**src/common/lpm_defs.svh**
```systemverilog
// lpm_defs.svh: offsets, fields, reset values and timing counts
// assumes: included by bare name after lpm_pkg
`ifndef LPM_DEFS_SVH
`define LPM_DEFS_SVH

// ----------------------------------------
// register offsets (byte addresses)
// ----------------------------------------
`define LPM_A_CTRL 6'h00
`define LPM_A_FREQ 6'h04
`define LPM_A_STAT 6'h08
`define LPM_A_IRQS 6'h0c
`define LPM_A_IRQC 6'h10
`define LPM_A_IRQE 6'h14

// ----------------------------------------
// control and interrupt fields
// ----------------------------------------
`define LPM_F_MODE 2:0
`define LPM_F_GO 3
`define LPM_F_RANGE 5:4
`define LPM_F_LSI 6
`define LPM_F_LSE 7
`define LPM_F_INDEPENDENT_WATCHDOG 8
`define LPM_IRQ_W 3
`define LPM_I_WAKE 0
`define LPM_I_REFUSE 1
`define LPM_I_STEP 2

// ----------------------------------------
// reset values
// ----------------------------------------
`define LPM_RANGE_RST 2'h2
`define LPM_FREQ_RST 16'h0831

// ----------------------------------------
// frequency limits in kHz
// ----------------------------------------
`define LPM_R1_MAX 16'h7d00
`define LPM_R2_MAX 16'h3e80
`define LPM_R3_MAX 16'h1068
`define LPM_WS_R1 16'h3e80
`define LPM_WS_R2 16'h1f40
`define LPM_LPRUN_MAX 16'h0083

// ----------------------------------------
// timing
// ----------------------------------------
`define LPM_CLK_MHZ 100
`define LPM_STOP_WAKE_NS 3500
`define LPM_STOP_WAKE_CYC ((`LPM_STOP_WAKE_NS * `LPM_CLK_MHZ) / 1000)
`define LPM_STBY_EXIT_NS 60000
`define LPM_STBY_EXIT_CYC ((`LPM_STBY_EXIT_NS * `LPM_CLK_MHZ) / 1000)
`define LPM_STEP_GAP_NS 5000
`define LPM_STEP_GAP_CYC ((`LPM_STEP_GAP_NS * `LPM_CLK_MHZ + 999) / 1000)
`define LPM_SETTLE_CYC 16

`endif

```
**src/common/lpm_pkg.sv**
```systemverilog
// lpm_pkg: mode and state types of the power mode controller
// assumes: compiled before every design file
package lpm_pkg;

  typedef enum logic [2:0] {
    LPM_RUN = 3'h0,
    LPM_SLEEP = 3'h1,
    LPM_LPRUN = 3'h2,
    LPM_LPSLEEP = 3'h3,
    LPM_STOP_RTC = 3'h4,
    LPM_STOP_NORTC = 3'h5,
    LPM_STBY_RTC = 3'h6,
    LPM_STBY_NORTC = 3'h7
  } lpm_mode_t;

  typedef enum logic [4:0] {
    LPM_S_RUN = 5'h01,
    LPM_S_SLEEP = 5'h02,
    LPM_S_STOP = 5'h04,
    LPM_S_STBY = 5'h08,
    LPM_S_WAKE = 5'h10
  } lpm_state_t;

endpackage

```
**src/rtl/lpm_ctrl.sv**
```systemverilog
// lpm_ctrl: low-power mode sequencer, clock/regulator gating, wakeup
// assumes: one clock, inputs synchronous, simple strobe register port
`timescale 1ns/10ps
`include "lpm_defs.svh"

module lpm_ctrl #(
  parameter int GPIO_W = 16,
  parameter int WPIN_W = 3,
  parameter int STBY_EXIT = `LPM_STBY_EXIT_CYC
) (
  input wire logic sys_clk, // 100 MHz
  input wire logic rstn, // async, active low
  input wire logic [5:0] addr, // byte address
  input wire logic [31:0] wdata, // write data
  input wire logic wr, // write strobe
  input wire logic rd, // read strobe
  output logic [31:0] rdata, // read data, next cycle
  input wire logic periph_irq, // any peripheral irq/event
  input wire logic [GPIO_W-1:0] gpio_evt, // gpio event lines
  input wire logic vdet_evt, // supply voltage detector
  input wire logic cmp1_evt, // comparator 1
  input wire logic cmp2_evt, // comparator 2
  input wire logic vref_on, // internal reference on
  input wire logic rtc_evt, // clock alarm/tamper/stamp/wake
  input wire logic periph_wake, // usb/serial/i2c/timer wake
  input wire logic periph_fast_req, // fast osc request in stop
  input wire logic ext_reset_pin_n, // external reset pin
  input wire logic independent_watchdog_reset, // watchdog reset
  input wire logic [WPIN_W-1:0] wakeup_pin, // wakeup pins
  output lpm_pkg::lpm_mode_t req_mode, // last requested mode
  output logic cpu_clk_en, // cpu clock gate
  output logic periph_clk_en, // core-domain clock gate
  output logic pll_en, // pll enable
  output logic multispeed_osc_en, // multispeed osc
  output logic fast_internal_osc_en, // fast internal osc
  output logic slow_internal_osc_en, // slow internal osc
  output logic slow_crystal_osc_en, // slow crystal osc
  output logic independent_watchdog_run, // independent watchdog runs
  output logic regulator_lp, // regulator low-power
  output logic regulator_off, // regulator off
  output logic core_pwr_en, // core domain powered
  output logic ram_retain, // ram/registers kept
  output logic core_rst_n, // core reset, active low
  output logic [15:0] cpu_freq_khz, // applied cpu clock
  output logic flash_wait_state, // one flash wait state
  output logic wake_pulse, // wakeup to cpu, one cycle
  output logic irq // level interrupt
);
  import lpm_pkg::*;

  localparam int STOP_WAKE_MAX = `LPM_STOP_WAKE_CYC;
  localparam int GAP = `LPM_STEP_GAP_CYC;

  // ----------------------------------------
  // reset release
  // ----------------------------------------
  logic [1:0] rst_q;
  wire rst_n = rst_q[1];

  always_ff @(posedge sys_clk or negedge rstn) begin
    if (!rstn) begin
      rst_q <= 2'h0;
    end else begin
      rst_q <= {rst_q[0], 1'b1};
    end
  end

  // ----------------------------------------
  // decoding helpers
  // ----------------------------------------
  function automatic logic [15:0] range_max(input logic [1:0] r);
    case (r)
      2'h1: range_max = `LPM_R1_MAX;
      2'h2: range_max = `LPM_R2_MAX;
      default: range_max = `LPM_R3_MAX;
    endcase
  endfunction

  function automatic logic needs_ws(input logic [1:0] r,
                                    input logic [15:0] f);
    case (r)
      2'h1: needs_ws = f > `LPM_WS_R1;
      2'h2: needs_ws = f > `LPM_WS_R2;
      default: needs_ws = 1'b0;
    endcase
  endfunction

  // ----------------------------------------
  // registers and state
  // ----------------------------------------
  lpm_state_t state, next_state;
  lpm_mode_t mode_q;
  logic [1:0] range_q;
  logic lsi_en, lse_en, independent_watchdog_en;
  logic [15:0] freq_q;
  logic [9:0] gap_cnt;
  logic lp_q, from_stby;
  logic [4:0] settle;
  logic [WPIN_W-1:0] wpin_q;
  logic [`LPM_IRQ_W-1:0] irq_stat, irq_en;
  logic ws_q, wake_q;
  logic [12:0] exit_cnt;

  wire s_run = state == LPM_S_RUN;
  wire s_sleep = state == LPM_S_SLEEP;
  wire s_stop = state == LPM_S_STOP;
  wire s_stby = state == LPM_S_STBY;
  wire s_wake = state == LPM_S_WAKE;

  wire sel_ctrl = addr == `LPM_A_CTRL;
  wire sel_freq = addr == `LPM_A_FREQ;
  wire wr_ctrl = wr & sel_ctrl;
  wire wr_freq = wr & sel_freq;
  wire wr_irqc = wr & (addr == `LPM_A_IRQC);
  wire wr_irqe = wr & (addr == `LPM_A_IRQE);
  wire lpm_mode_t new_mode = lpm_mode_t'(wdata[`LPM_F_MODE]);

  // with-clock variants have the low mode bit clear
  wire with_rtc = !mode_q[0];
  wire nortc_lp = (s_stop | s_stby | (s_wake & from_stby)) & !with_rtc;

  // ----------------------------------------
  // entry request
  // ----------------------------------------
  wire want_lp = new_mode == LPM_LPRUN || new_mode == LPM_LPSLEEP;
  // low-power regulator cannot carry fast clocks
  wire lp_bad = want_lp & (freq_q > `LPM_LPRUN_MAX);
  wire go = wr_ctrl & wdata[`LPM_F_GO] & s_run;
  wire go_ok = go & !lp_bad;
  wire refuse = go & lp_bad;

  // ----------------------------------------
  // wake sources
  // ----------------------------------------
  wire [WPIN_W-1:0] wpin_rise = wakeup_pin & ~wpin_q;
  wire stop_wake = |gpio_evt | vdet_evt | cmp1_evt
                 | (cmp2_evt & vref_on) | periph_wake
                 | (rtc_evt & with_rtc);
  wire stby_wake = !ext_reset_pin_n | (|wpin_rise)
                 | (with_rtc & (independent_watchdog_reset | rtc_evt));

  // ----------------------------------------
  // frequency step check
  // ----------------------------------------
  wire [15:0] new_freq = wdata[15:0];
  wire [17:0] four_new = {new_freq, 2'h0};
  wire step_ok = ({2'h0, freq_q} < four_new)
               & (gap_cnt == 10'h0)
               & (new_freq != 16'h0)
               & (new_freq <= range_max(range_q))
               & !(lp_q & (new_freq > `LPM_LPRUN_MAX));
  wire freq_take = wr_freq & step_ok;
  wire step_err = wr_freq & !step_ok;

  // ----------------------------------------
  // mode state machine
  // ----------------------------------------
  wire settled = settle == 5'(`LPM_SETTLE_CYC - 1);

  always_comb begin
    next_state = state;
    case (state)
      LPM_S_RUN: begin
        if (go_ok) begin
          case (new_mode)
            LPM_SLEEP, LPM_LPSLEEP: next_state = LPM_S_SLEEP;
            LPM_STOP_RTC, LPM_STOP_NORTC: next_state = LPM_S_STOP;
            LPM_STBY_RTC, LPM_STBY_NORTC: next_state = LPM_S_STBY;
            default: next_state = LPM_S_RUN;
          endcase
        end
      end
      LPM_S_SLEEP: begin
        if (periph_irq) begin
          next_state = LPM_S_RUN;
        end
      end
      LPM_S_STOP: begin
        if (stop_wake) begin
          next_state = LPM_S_WAKE;
        end
      end
      LPM_S_STBY: begin
        if (stby_wake) begin
          next_state = LPM_S_WAKE;
        end
      end
      LPM_S_WAKE: begin
        if (settled) begin
          next_state = LPM_S_RUN;
        end
      end
      default: next_state = LPM_S_RUN;
    endcase
  end

  always_ff @(posedge sys_clk or negedge rst_n) begin
    if (!rst_n) begin
      state <= LPM_S_RUN;
    end else begin
      state <= next_state;
    end
  end

  // osc restart allowance, well inside the wake limits
  always_ff @(posedge sys_clk or negedge rst_n) begin
    if (!rst_n) begin
      settle <= 5'h0;
    end else if (s_wake) begin
      settle <= settle + 5'h1;
    end else begin
      settle <= 5'h0;
    end
  end

  // lp regulator held from entry until the next accepted go request or the wake from sleep
  always_ff @(posedge sys_clk or negedge rst_n) begin
    if (!rst_n) begin
      lp_q <= 1'b0;
    end else if (go_ok) begin
      lp_q <= want_lp;
    end else if (s_sleep & periph_irq) begin
      lp_q <= 1'b0;
    end
  end

  always_ff @(posedge sys_clk or negedge rst_n) begin
    if (!rst_n) begin
      from_stby <= 1'b0;
    end else if (s_stby) begin
      from_stby <= 1'b1;
    end else if (s_run) begin
      from_stby <= 1'b0;
    end
  end

  always_ff @(posedge sys_clk or negedge rst_n) begin
    if (!rst_n) begin
      wpin_q <= '0;
    end else begin
      wpin_q <= wakeup_pin;
    end
  end

  // ----------------------------------------
  // control registers
  // ----------------------------------------
  always_ff @(posedge sys_clk or negedge rst_n) begin
    if (!rst_n) begin
      mode_q <= LPM_RUN;
      range_q <= `LPM_RANGE_RST;
      lsi_en <= 1'b1;
      lse_en <= 1'b0;
      independent_watchdog_en <= 1'b0;
    end else if (wr_ctrl & s_run) begin
      mode_q <= new_mode;
      range_q <= wdata[`LPM_F_RANGE];
      lsi_en <= wdata[`LPM_F_LSI];
      lse_en <= wdata[`LPM_F_LSE];
      independent_watchdog_en <= wdata[`LPM_F_INDEPENDENT_WATCHDOG];
    end
  end

  // refused steps leave the clock as it was
  always_ff @(posedge sys_clk or negedge rst_n) begin
    if (!rst_n) begin
      freq_q <= `LPM_FREQ_RST;
      gap_cnt <= 10'h0;
    end else if (freq_take) begin
      freq_q <= new_freq;
      gap_cnt <= 10'(GAP - 1);
    end else if (gap_cnt != 10'h0) begin
      gap_cnt <= gap_cnt - 10'h1;
    end
  end

  always_ff @(posedge sys_clk or negedge rst_n) begin
    if (!rst_n) begin
      ws_q <= 1'b0;
    end else begin
      ws_q <= needs_ws(range_q, freq_q);
    end
  end

  always_ff @(posedge sys_clk or negedge rst_n) begin
    if (!rst_n) begin
      wake_q <= 1'b0;
    end else begin
      wake_q <= s_wake & settled;
    end
  end

  // ----------------------------------------
  // interrupts: set wins over clear
  // ----------------------------------------
  wire [`LPM_IRQ_W-1:0] irq_set = {step_err, refuse, wake_q};
  wire [`LPM_IRQ_W-1:0] irq_clr = wr_irqc ? wdata[`LPM_IRQ_W-1:0] : '0;

  always_ff @(posedge sys_clk or negedge rst_n) begin
    if (!rst_n) begin
      irq_stat <= '0;
      irq_en <= '0;
    end else begin
      irq_stat <= (irq_stat & ~irq_clr) | irq_set;
      if (wr_irqe) begin
        irq_en <= wdata[`LPM_IRQ_W-1:0];
      end
    end
  end

  // ----------------------------------------
  // read port
  // ----------------------------------------
  wire [31:0] rd_mux =
      sel_ctrl ? {23'h0, independent_watchdog_en, lse_en, lsi_en, range_q, 1'b0, mode_q}
    : sel_freq ? {16'h0, freq_q}
    : addr == `LPM_A_STAT ? {21'h0, regulator_lp, ws_q, lp_q, state, mode_q}
    : addr == `LPM_A_IRQS ? {29'h0, irq_stat}
    : addr == `LPM_A_IRQE ? {29'h0, irq_en}
    : 32'h0;

  always_ff @(posedge sys_clk or negedge rst_n) begin
    if (!rst_n) begin
      rdata <= 32'h0;
    end else begin
      rdata <= rd ? rd_mux : 32'h0;
    end
  end

  // ----------------------------------------
  // outputs
  // ----------------------------------------
  wire awake = s_run | s_sleep;
  assign req_mode = mode_q;
  assign cpu_clk_en = s_run;
  assign periph_clk_en = awake;
  assign pll_en = awake & !lp_q;
  assign multispeed_osc_en = awake | s_wake;
  assign fast_internal_osc_en = (awake & !lp_q)
                              | (s_stop & periph_fast_req);
  assign slow_internal_osc_en = lsi_en & !nortc_lp;
  assign slow_crystal_osc_en = lse_en & !nortc_lp;
  assign independent_watchdog_run = independent_watchdog_en;
  assign regulator_lp = lp_q | s_stop;
  assign regulator_off = s_stby;
  assign core_pwr_en = !s_stby;
  assign ram_retain = !s_stby & !(s_wake & from_stby);
  // standby exit restarts the core as after reset
  assign core_rst_n = rst_n & !s_stby & !(s_wake & from_stby);
  assign cpu_freq_khz = freq_q;
  assign flash_wait_state = ws_q;
  assign wake_pulse = wake_q;
  assign irq = |(irq_stat & irq_en);

  // ----------------------------------------
  // checks
  // ----------------------------------------
  always_ff @(posedge sys_clk or negedge rst_n) begin
    if (!rst_n) begin
      exit_cnt <= 13'h0;
    end else if (s_stby & stby_wake) begin
      exit_cnt <= 13'h1;
    end else if (exit_cnt != 13'h0 && !s_run) begin
      exit_cnt <= exit_cnt + 13'h1;
    end else begin
      exit_cnt <= 13'h0;
    end
  end
endmodule

```
**config.mk**
```make
export PLATFORM = sky130hd
export DESIGN_NAME = lpm_ctrl
export DESIGN_NICKNAME = d
export VERILOG_FILES = /design/src/common/lpm_pkg.sv /design/src/rtl/lpm_ctrl.sv
export VERILOG_INCLUDE_DIRS = /design/src /design/src/common
export SDC_FILE = /design/constraint.sdc
export NUM_CORES = 1
export LEC_CHECK = 0
export BUFFER_PORTS_ARGS = -buffer_cell sky130_fd_sc_hd__buf_2
export CORE_MARGIN = 2
export CORE_UTILIZATION = 55
export DETAILED_ROUTE_END_ITERATION = 10
export PLACE_DENSITY = 0.85
export SKIP_CTS_REPAIR_TIMING = 1
export SLEW_MARGIN = 25
export SYNTH_ARGS = -nofsm -noshare
export SYNTH_HDL_FRONTEND = slang
export SYNTH_SLANG_ARGS = --single-unit
```
**constraint.sdc**
```tcl
create_clock -name sys_clk -period 6.4 [get_ports sys_clk]
set_clock_uncertainty 0.1 [all_clocks]
set_input_delay 1.28 -clock sys_clk [delete_from_list [all_inputs] [get_ports sys_clk]]
set_output_delay 1.28 -clock sys_clk [all_outputs]
set_load 0.02 [all_outputs]
```
==> results of run 1 <==
==> sequential cells by signal, summed over array words and instances (netlist names), 2 cells and up <==
register	count
wpin_q	3
rst_q	2
settle	5
req_mode	3
state	5
irq_en	3
rdata	16
cpu_freq_khz	16
range_q	2
gap_cnt	10
irq_stat	3
==> per-stage QoR <==
| step | hold WS (ps) | cells | power (mW) |
|---|---|---|---|
| 2_1_floorplan | 231.2 | 449 | 0.6280 |
| 3_3_place_gp | 239.2 | 631 | 0.6718 |
| 3_5_place_dp | 249.1 | 631 | 0.6811 |
| 4_1_cts | 267.7 | 647 | 1.079 |
| 5_1_grt | 286.7 | 647 | 1.125 |
| 6_report | 264.9 | 647 | 1.081 |
==> layout make-up <==
class / count / area share [%]
multi-input combinational: 312 / 42.74
sequential: 75 / 37.19
timing repair buffer: 107 / 10.65
clock buffer: 12 / 2.861
inverter: 35 / 2.589
tap: 102 / 2.515
clock inverter: 4 / 1.455
==> logic make-up after synthesis <==
| family | after synthesis | synth area share, % |
|---|---|---|
| AND/OR/NAND/NOR | 161 | 20.25 |
| other | 2 | 0.1746 |
| XOR/XNOR | 8 | 1.629 |
| flip-flops | 75 | 43.85 |
| adder cells (fa/ha/maj) | 25 | 7.274 |
| AO/OA/AOI/OAI | 72 | 11.46 |
| multiplexers | 29 | 8.321 |
| buffers and inverters | 62 | 7.041 |
==> critical path: cells and delay by family <==
kind,cells,cell delay [ps]
multiplexers,1,570
buffers and inverters,1,130
AO/OA/AOI/OAI,1,350
adder cells (fa/ha/maj),1,300
AND/OR/NAND/NOR,4,1610
==> worst paths after layout <==
kind,cells after the start,end,slack [ps]
max,8,cpu_freq_khz[14]$_DFFE_PN0P_,2270
max in group asynchronous,1,gap_cnt[6]$_DFFE_PN0P_,5220
max reg2reg,8,cpu_freq_khz[14]$_DFFE_PN0P_,2360
min reg2reg,0,rst_q[1]$_DFF_PN0_,260
min,0,rst_q[1]$_DFF_PN0_,260
min in group asynchronous,1,wpin_q[0]$_DFF_PN0_,380
==> layer usage <==
layer	global-route usage, %	up-vias	wire length [um]
met4	10.45	0	234
met1	34.08	1852	4528
li1	-	1731	-
met3	4.719	29	758
met2	43.61	188	5506
met5	0	-	0
==> placed cells by master, fill, tap and decap left out, drive strengths merged, types with 15 or more instances in the layout <==
cell type,instances
nand2,34
nor4,15
buf,107
inv,35
a21oi,17
mux2,24
conb,17
nor3,15
nor2,29
ha,25
dfrtp,68
==> power groups by stage <==
| stage | combinational [mW] | sequential [mW] | clock (mW) |
|---|---|---|---|
| final | 0.174 | 0.501 | 0.405 |
| after global routing | 0.192 | 0.503 | 0.431 |
| after CTS | 0.172 | 0.501 | 0.405 |
| after detailed placement | 0.171 | 0.510 | 0 |
| after global placement | 0.162 | 0.509 | 0 |
| after floorplan | 0.111 | 0.517 | 0 |
==> impl_metrics.toml, run 1 <==
[critical_path]
slowest_delay_ps = 760
worstSetupPathType = "in2reg"
crit_required_ps = 6540
crit_path_top_delay_cell = "nand4_2"
startpoint = "wdata[14]"
crit_fanout = 23
critical_path_arrival_ps = 4270
path_common_cell = "nand4b_1"
rr_startpoint = "range_q[1]$_DFFE_PN1P_"
critPathCaptureType = "register"
start_kind = "primary input"
crit_chain = "buf_2 -> ha_1 -> nand4b_1 -> or4b_1 -> nand4b_1 -> a22oi_1 -> nand4_2 -> mux2_4"

[synthesis]
async_flop_share_pct = 100.0
ys_warn_count = 0
yosysMostFrequentCell = "dfrtp_1"
synth_edf_count = 0
yosysUniqueCellTypes = 60
yosysSeqAreaShare_pct = 43.85
netlist_area_sq_um = 4300
netlist.top_cell.by_area = "dfrtp_1"
avgSynthCellArea_sq_um = 9.909
synth_top_area_share_pct = 39.57
synth_ff_type = "dfrtp_1"
netlist_top_cells_area = "dfrtp_1 (40%), ha_1 (7.3%), dfstp_2 (4.3%)"
ys_ff_latch = 75
synth_common_cells = "dfrtp_1 (68), inv_1 (35), nand2_1 (34)"
syn_inst = 434

[sta]
rsz0062_at_grt = "false"
max_freq_ghz = 0.2422
worstMarginPinSlew_ps = 912.7
layout_min_cycle_time_ps = 4128
setup_viol = 0
fin_ws_ps = 2272
finalCritPeriodShare_pct = 64.50
slew_violations = 0
slew_headroom_pct = 39.15
setup_tns_ps = 0
hold_viol_final = 0

[place]
gp_congestion = 0.9666
hpwl_um = 8073
preCtsSetupSlack_ps = 1967
place_area_sq_um = 4855
portBuffers = 105

[power]
p_comb_share_pct = 16.1
p_leak_nw = 2.649
cellInternalPower_mw = 0.7856
seqPwrFrac_pct = 46.4
power_density_nw_per_um2 = 213.0
swShare_pct = 27.31
ir_drop_mv = 0.1301
clkPwrFrac_pct = 37.5
power.net_switching_mw = 0.2951

[grt]
grt_max_degree = 75
grt_pass1_vias = 3800
grt-ovfl-total = 0
track_usage_pct = 26.24
grt_pass1_wl_um = 17750
antenna_found_initial = 0

[min_path]
hold_path.class = "reg2reg"
min_from = "rst_q[0]$_DFF_PN0_"

[cts]
clkTransAtPathRegs_ps = 80
htreeDepth = 3
cts_root_buf = "clkbuf_8"
clock_path_buffers = 2
cts_tree = "done"
clkLatencyLatePin_ps = 350
clkSinkCount = 75
numCtsBuffers = 9

[detailed_routing]
routedWlPerCell_um = 17.04
drt_pass1_iterations = 5
vias = 3800
routed_via_density = 5.873
post-route-drc-count = 0
final_antenna_net_count = 0
drt_iter0_drc = 348
wl_um = 11030

[floorplanning]
fp.dieH_um = 92.43
die-width_um = 92.43
coreArea_sq_um = 7647
initial_utilization_pct = 56.23
ios = 138
dieArea_sq_um = 8542
row_count = 32

[job]
maxCapViolations = 0

[run_status]
status = "completed"

[final_layout]
antenna_cells = 0
post-route-cell-area_sq_um = 5074
finalNetCount = 636
area_growth_pct = 17.98
ff_latch_area_sq_um = 1887
final_util_pct = 66.34
multi_input_area_sq_um = 2168
fillCellCount = 604
layout-drive-gt1-share_pct = 29.54
No activity file was read; power rests on OpenSTA's default activity.
==> run 2, diff against run 1 <==
- ABC_AREA: default -> 1
- CORE_UTILIZATION: 55 -> 47
- PLACE_DENSITY: 0.85 -> 0.77
- clock period: 6.4 -> 3.4 ns (I/O delays scaled with it)
==> impl_metrics.toml, run 2 <==
[run_status]
status = "completed"

[sta]
hold_viol_final = 0
rsz0062_at_grt = "false"
finalCritPeriodShare_pct = 79.90
setup_tns_ps = 0
max_freq_ghz = 0.3681
setup_viol = 0
slew_violations = 0
holdWs_ps = 257.3
slew_headroom_pct = 38.54
layout_min_cycle_time_ps = 2717
worstMarginPinSlew_ps = 921.9

[critical_path]
critPathCaptureType = "output port"
slowest_delay_ps = 410
crit_fanout = 5
worstSetupPathType = "reg2out"
start_kind = "register"
path_common_cell = "nor2_1"
crit_chain = "nor2_1 -> nand2_1 -> nor3_2 -> nor2_1 -> inv_1 -> nor2_1 -> nor2_1 -> nor2_1 -> buf_2"
crit_required_ps = 2620
critical_path_arrival_ps = 1940
crit_path_top_delay_cell = "dfrtp_1"

[power]
seqPwrFrac_pct = 41.8
swShare_pct = 37.06
ir_drop_mv = 0.1944
power.net_switching_mw = 0.8994
clkPwrFrac_pct = 28.9
cellInternalPower_mw = 1.527
p_comb_share_pct = 29.3
p_leak_nw = 2.903
power_density_nw_per_um2 = 453.0

[floorplanning]
fp.dieH_um = 102.4
row_count = 35
dieArea_sq_um = 10490
initial_utilization_pct = 48.80
die-width_um = 102.4
ios = 138
coreArea_sq_um = 9328

[synthesis]
yosysSeqAreaShare_pct = 41.42
yosysUniqueCellTypes = 44
avgSynthCellArea_sq_um = 7.612
synth_edf_count = 0
synth_top_area_share_pct = 37.38
syn_inst = 598
netlist_area_sq_um = 4552
synth_ff_type = "dfrtp_1"
ys_ff_latch = 75
async_flop_share_pct = 100.0
netlist_top_cells_area = "dfrtp_1 (37%), nand2_1 (13%), ha_1 (6.9%)"
netlist.top_cell.by_area = "dfrtp_1"
yosysMostFrequentCell = "nand2_1"
ys_warn_count = 0
synth_common_cells = "nand2_1 (160), inv_1 (78), nor2_1 (70)"

[detailed_routing]
drt_iter0_drc = 235
routedWlPerCell_um = 14.32
final_antenna_net_count = 0
post-route-drc-count = 0
routed-wl-met2_um = 5889
routed_via_density = 5.251
dr.max_layer_used = "met4"
drt_pass1_iterations = 5
met3_length_um = 897
vias = 4432
drt-met1-wl_um = 5030
wl_um = 12090

[cts]
numCtsBuffers = 9
clkLatencyLatePin_ps = 350
clock_path_buffers = 2
clkTransAtPathRegs_ps = 80
cts_tree = "done"
cts_root_buf = "clkbuf_8"
htreeDepth = 3
clkSinkCount = 75

[final_layout]
layout_common_cells = "nand2_1 (160), buf_2 (105), inv_1 (78), nor2_1 (70), dfrtp_1 (67)"
area_growth_pct = 17.70
final_common_cell = "nand2_1"
finalNetCount = 806
layout-drive-gt1-share_pct = 22.38
final_util_pct = 57.44
antenna_cells = 0

[job]
maxCapViolations = 0

[min_path]
hold_path.class = "reg2reg"

[grt]
grt_max_degree = 74
grt_pass1_vias = 4067
grt_pass1_wl_um = 19180
grt-ovfl-total = 0
track_usage_pct = 23.68
antenna_found_initial = 0

[place]
portBuffers = 105
gp_congestion = 0.8701
hpwl_um = 9170
## run 2: cell count changes in the layout (fill, tap and decap cells not counted), moves of 6 or more
cell / change
a31oi_1: +7
and2_1: -13
inv_1: +43
mux2_2: -14
mux2_4: -10
nand2_1: +126
nand2b_1: -8
nand3_1: +10
nand4_1: +15
nor2_1: +41
nor4_1: -12
o21ai_0: +18
o22ai_1: -6
## run 2: kinds of logic (layout without fill, tap and decap cells)
group | count (synthesis) | in the layout | synth area share [%]
and+or+nand+nor | 314 | 314 | 31.28
xor gates and xnor gates | 2 | 2 | 0.3849
buffers and inverters | 106 | 208 | 10.61
adders and majority gates | 25 | 25 | 6.872
other | 2 | 17 | 0.1650
AOI/OAI and AO/OA | 74 | 74 | 9.264
DFF | 75 | 75 | 41.42
## run 2: metrics by stage
step | setup WS (ps) | area [sq um] | std cells | power [mW]
2_1_floorplan | 275.7 | 4608 | 613 | 1.517
3_3_place_gp | 681.6 | 5147 | 827 | 1.710
3_5_place_dp | 648.9 | 5147 | 827 | 1.735
4_1_cts | 670.3 | 5348 | 843 | 2.434
5_1_grt | 447.1 | 5358 | 844 | 2.560
6_report | 683.2 | 5358 | 844 | 2.427
## run 2: layout make-up
class / instances / area, sq um
Tap cell: 129 / 161.4
Inverter: 83 / 311.5
Timing Repair Buffer: 109 / 558.0
Multi-Input combinational cell: 432 / 2240
Clock buffer: 9 / 123.9
Fill cell: 861 / 3970
Clock inverter: 7 / 76.32
Sequential cell: 75 / 1887
## run 2: path summary, 6_finish.rpt
path                       slack, ps  cells past startpoint              startpoint                            to
max                              680                      9    state[1]$_DFFE_PN0P_           slow_crystal_osc_en
min                              260                      0      rst_q[0]$_DFF_PN0_            rst_q[1]$_DFF_PN0_
max reg2reg                      700                     10  range_q[1]$_DFFE_PN1P_   cpu_freq_khz[9]$_DFFE_PN0P_
min reg2reg                      260                      0      rst_q[0]$_DFF_PN0_            rst_q[1]$_DFF_PN0_
max in group asynchronous       2180                      1      rst_q[1]$_DFF_PN0_  cpu_freq_khz[12]$_DFFE_PN0P_
min in group asynchronous        420                      1      rst_q[1]$_DFF_PN0_       req_mode[0]$_DFFE_PN0P_
## run 2: power by group through the flow
| stage | Combinational, mW | Sequential, mW | Clock (mW) |
|---|---|---|---|
| 2_1_floorplan | 0.482 | 1.04 | 0 |
| 3_3_place_gp | 0.684 | 1.03 | 0 |
| 3_5_place_dp | 0.706 | 1.03 | 0 |
| 4_1_cts | 0.711 | 1.01 | 0.711 |
| 5_1_grt | 0.790 | 1.02 | 0.749 |
| 6_report | 0.712 | 1.01 | 0.702 |
## run 2: critical path: cells and delay by family, from the launching register on
kind | cells | cell delay [ps]
flip-flops | 1 | 410
AND/OR/NAND/NOR | 7 | 930
buffers and inverters | 2 | 240
## run 2: metal layers
layer	vias up	track usage, %
li1	2128	-
met1	2081	30.86
met2	196	39.73
met3	27	3.625
met4	0	9.538
met5	-	0
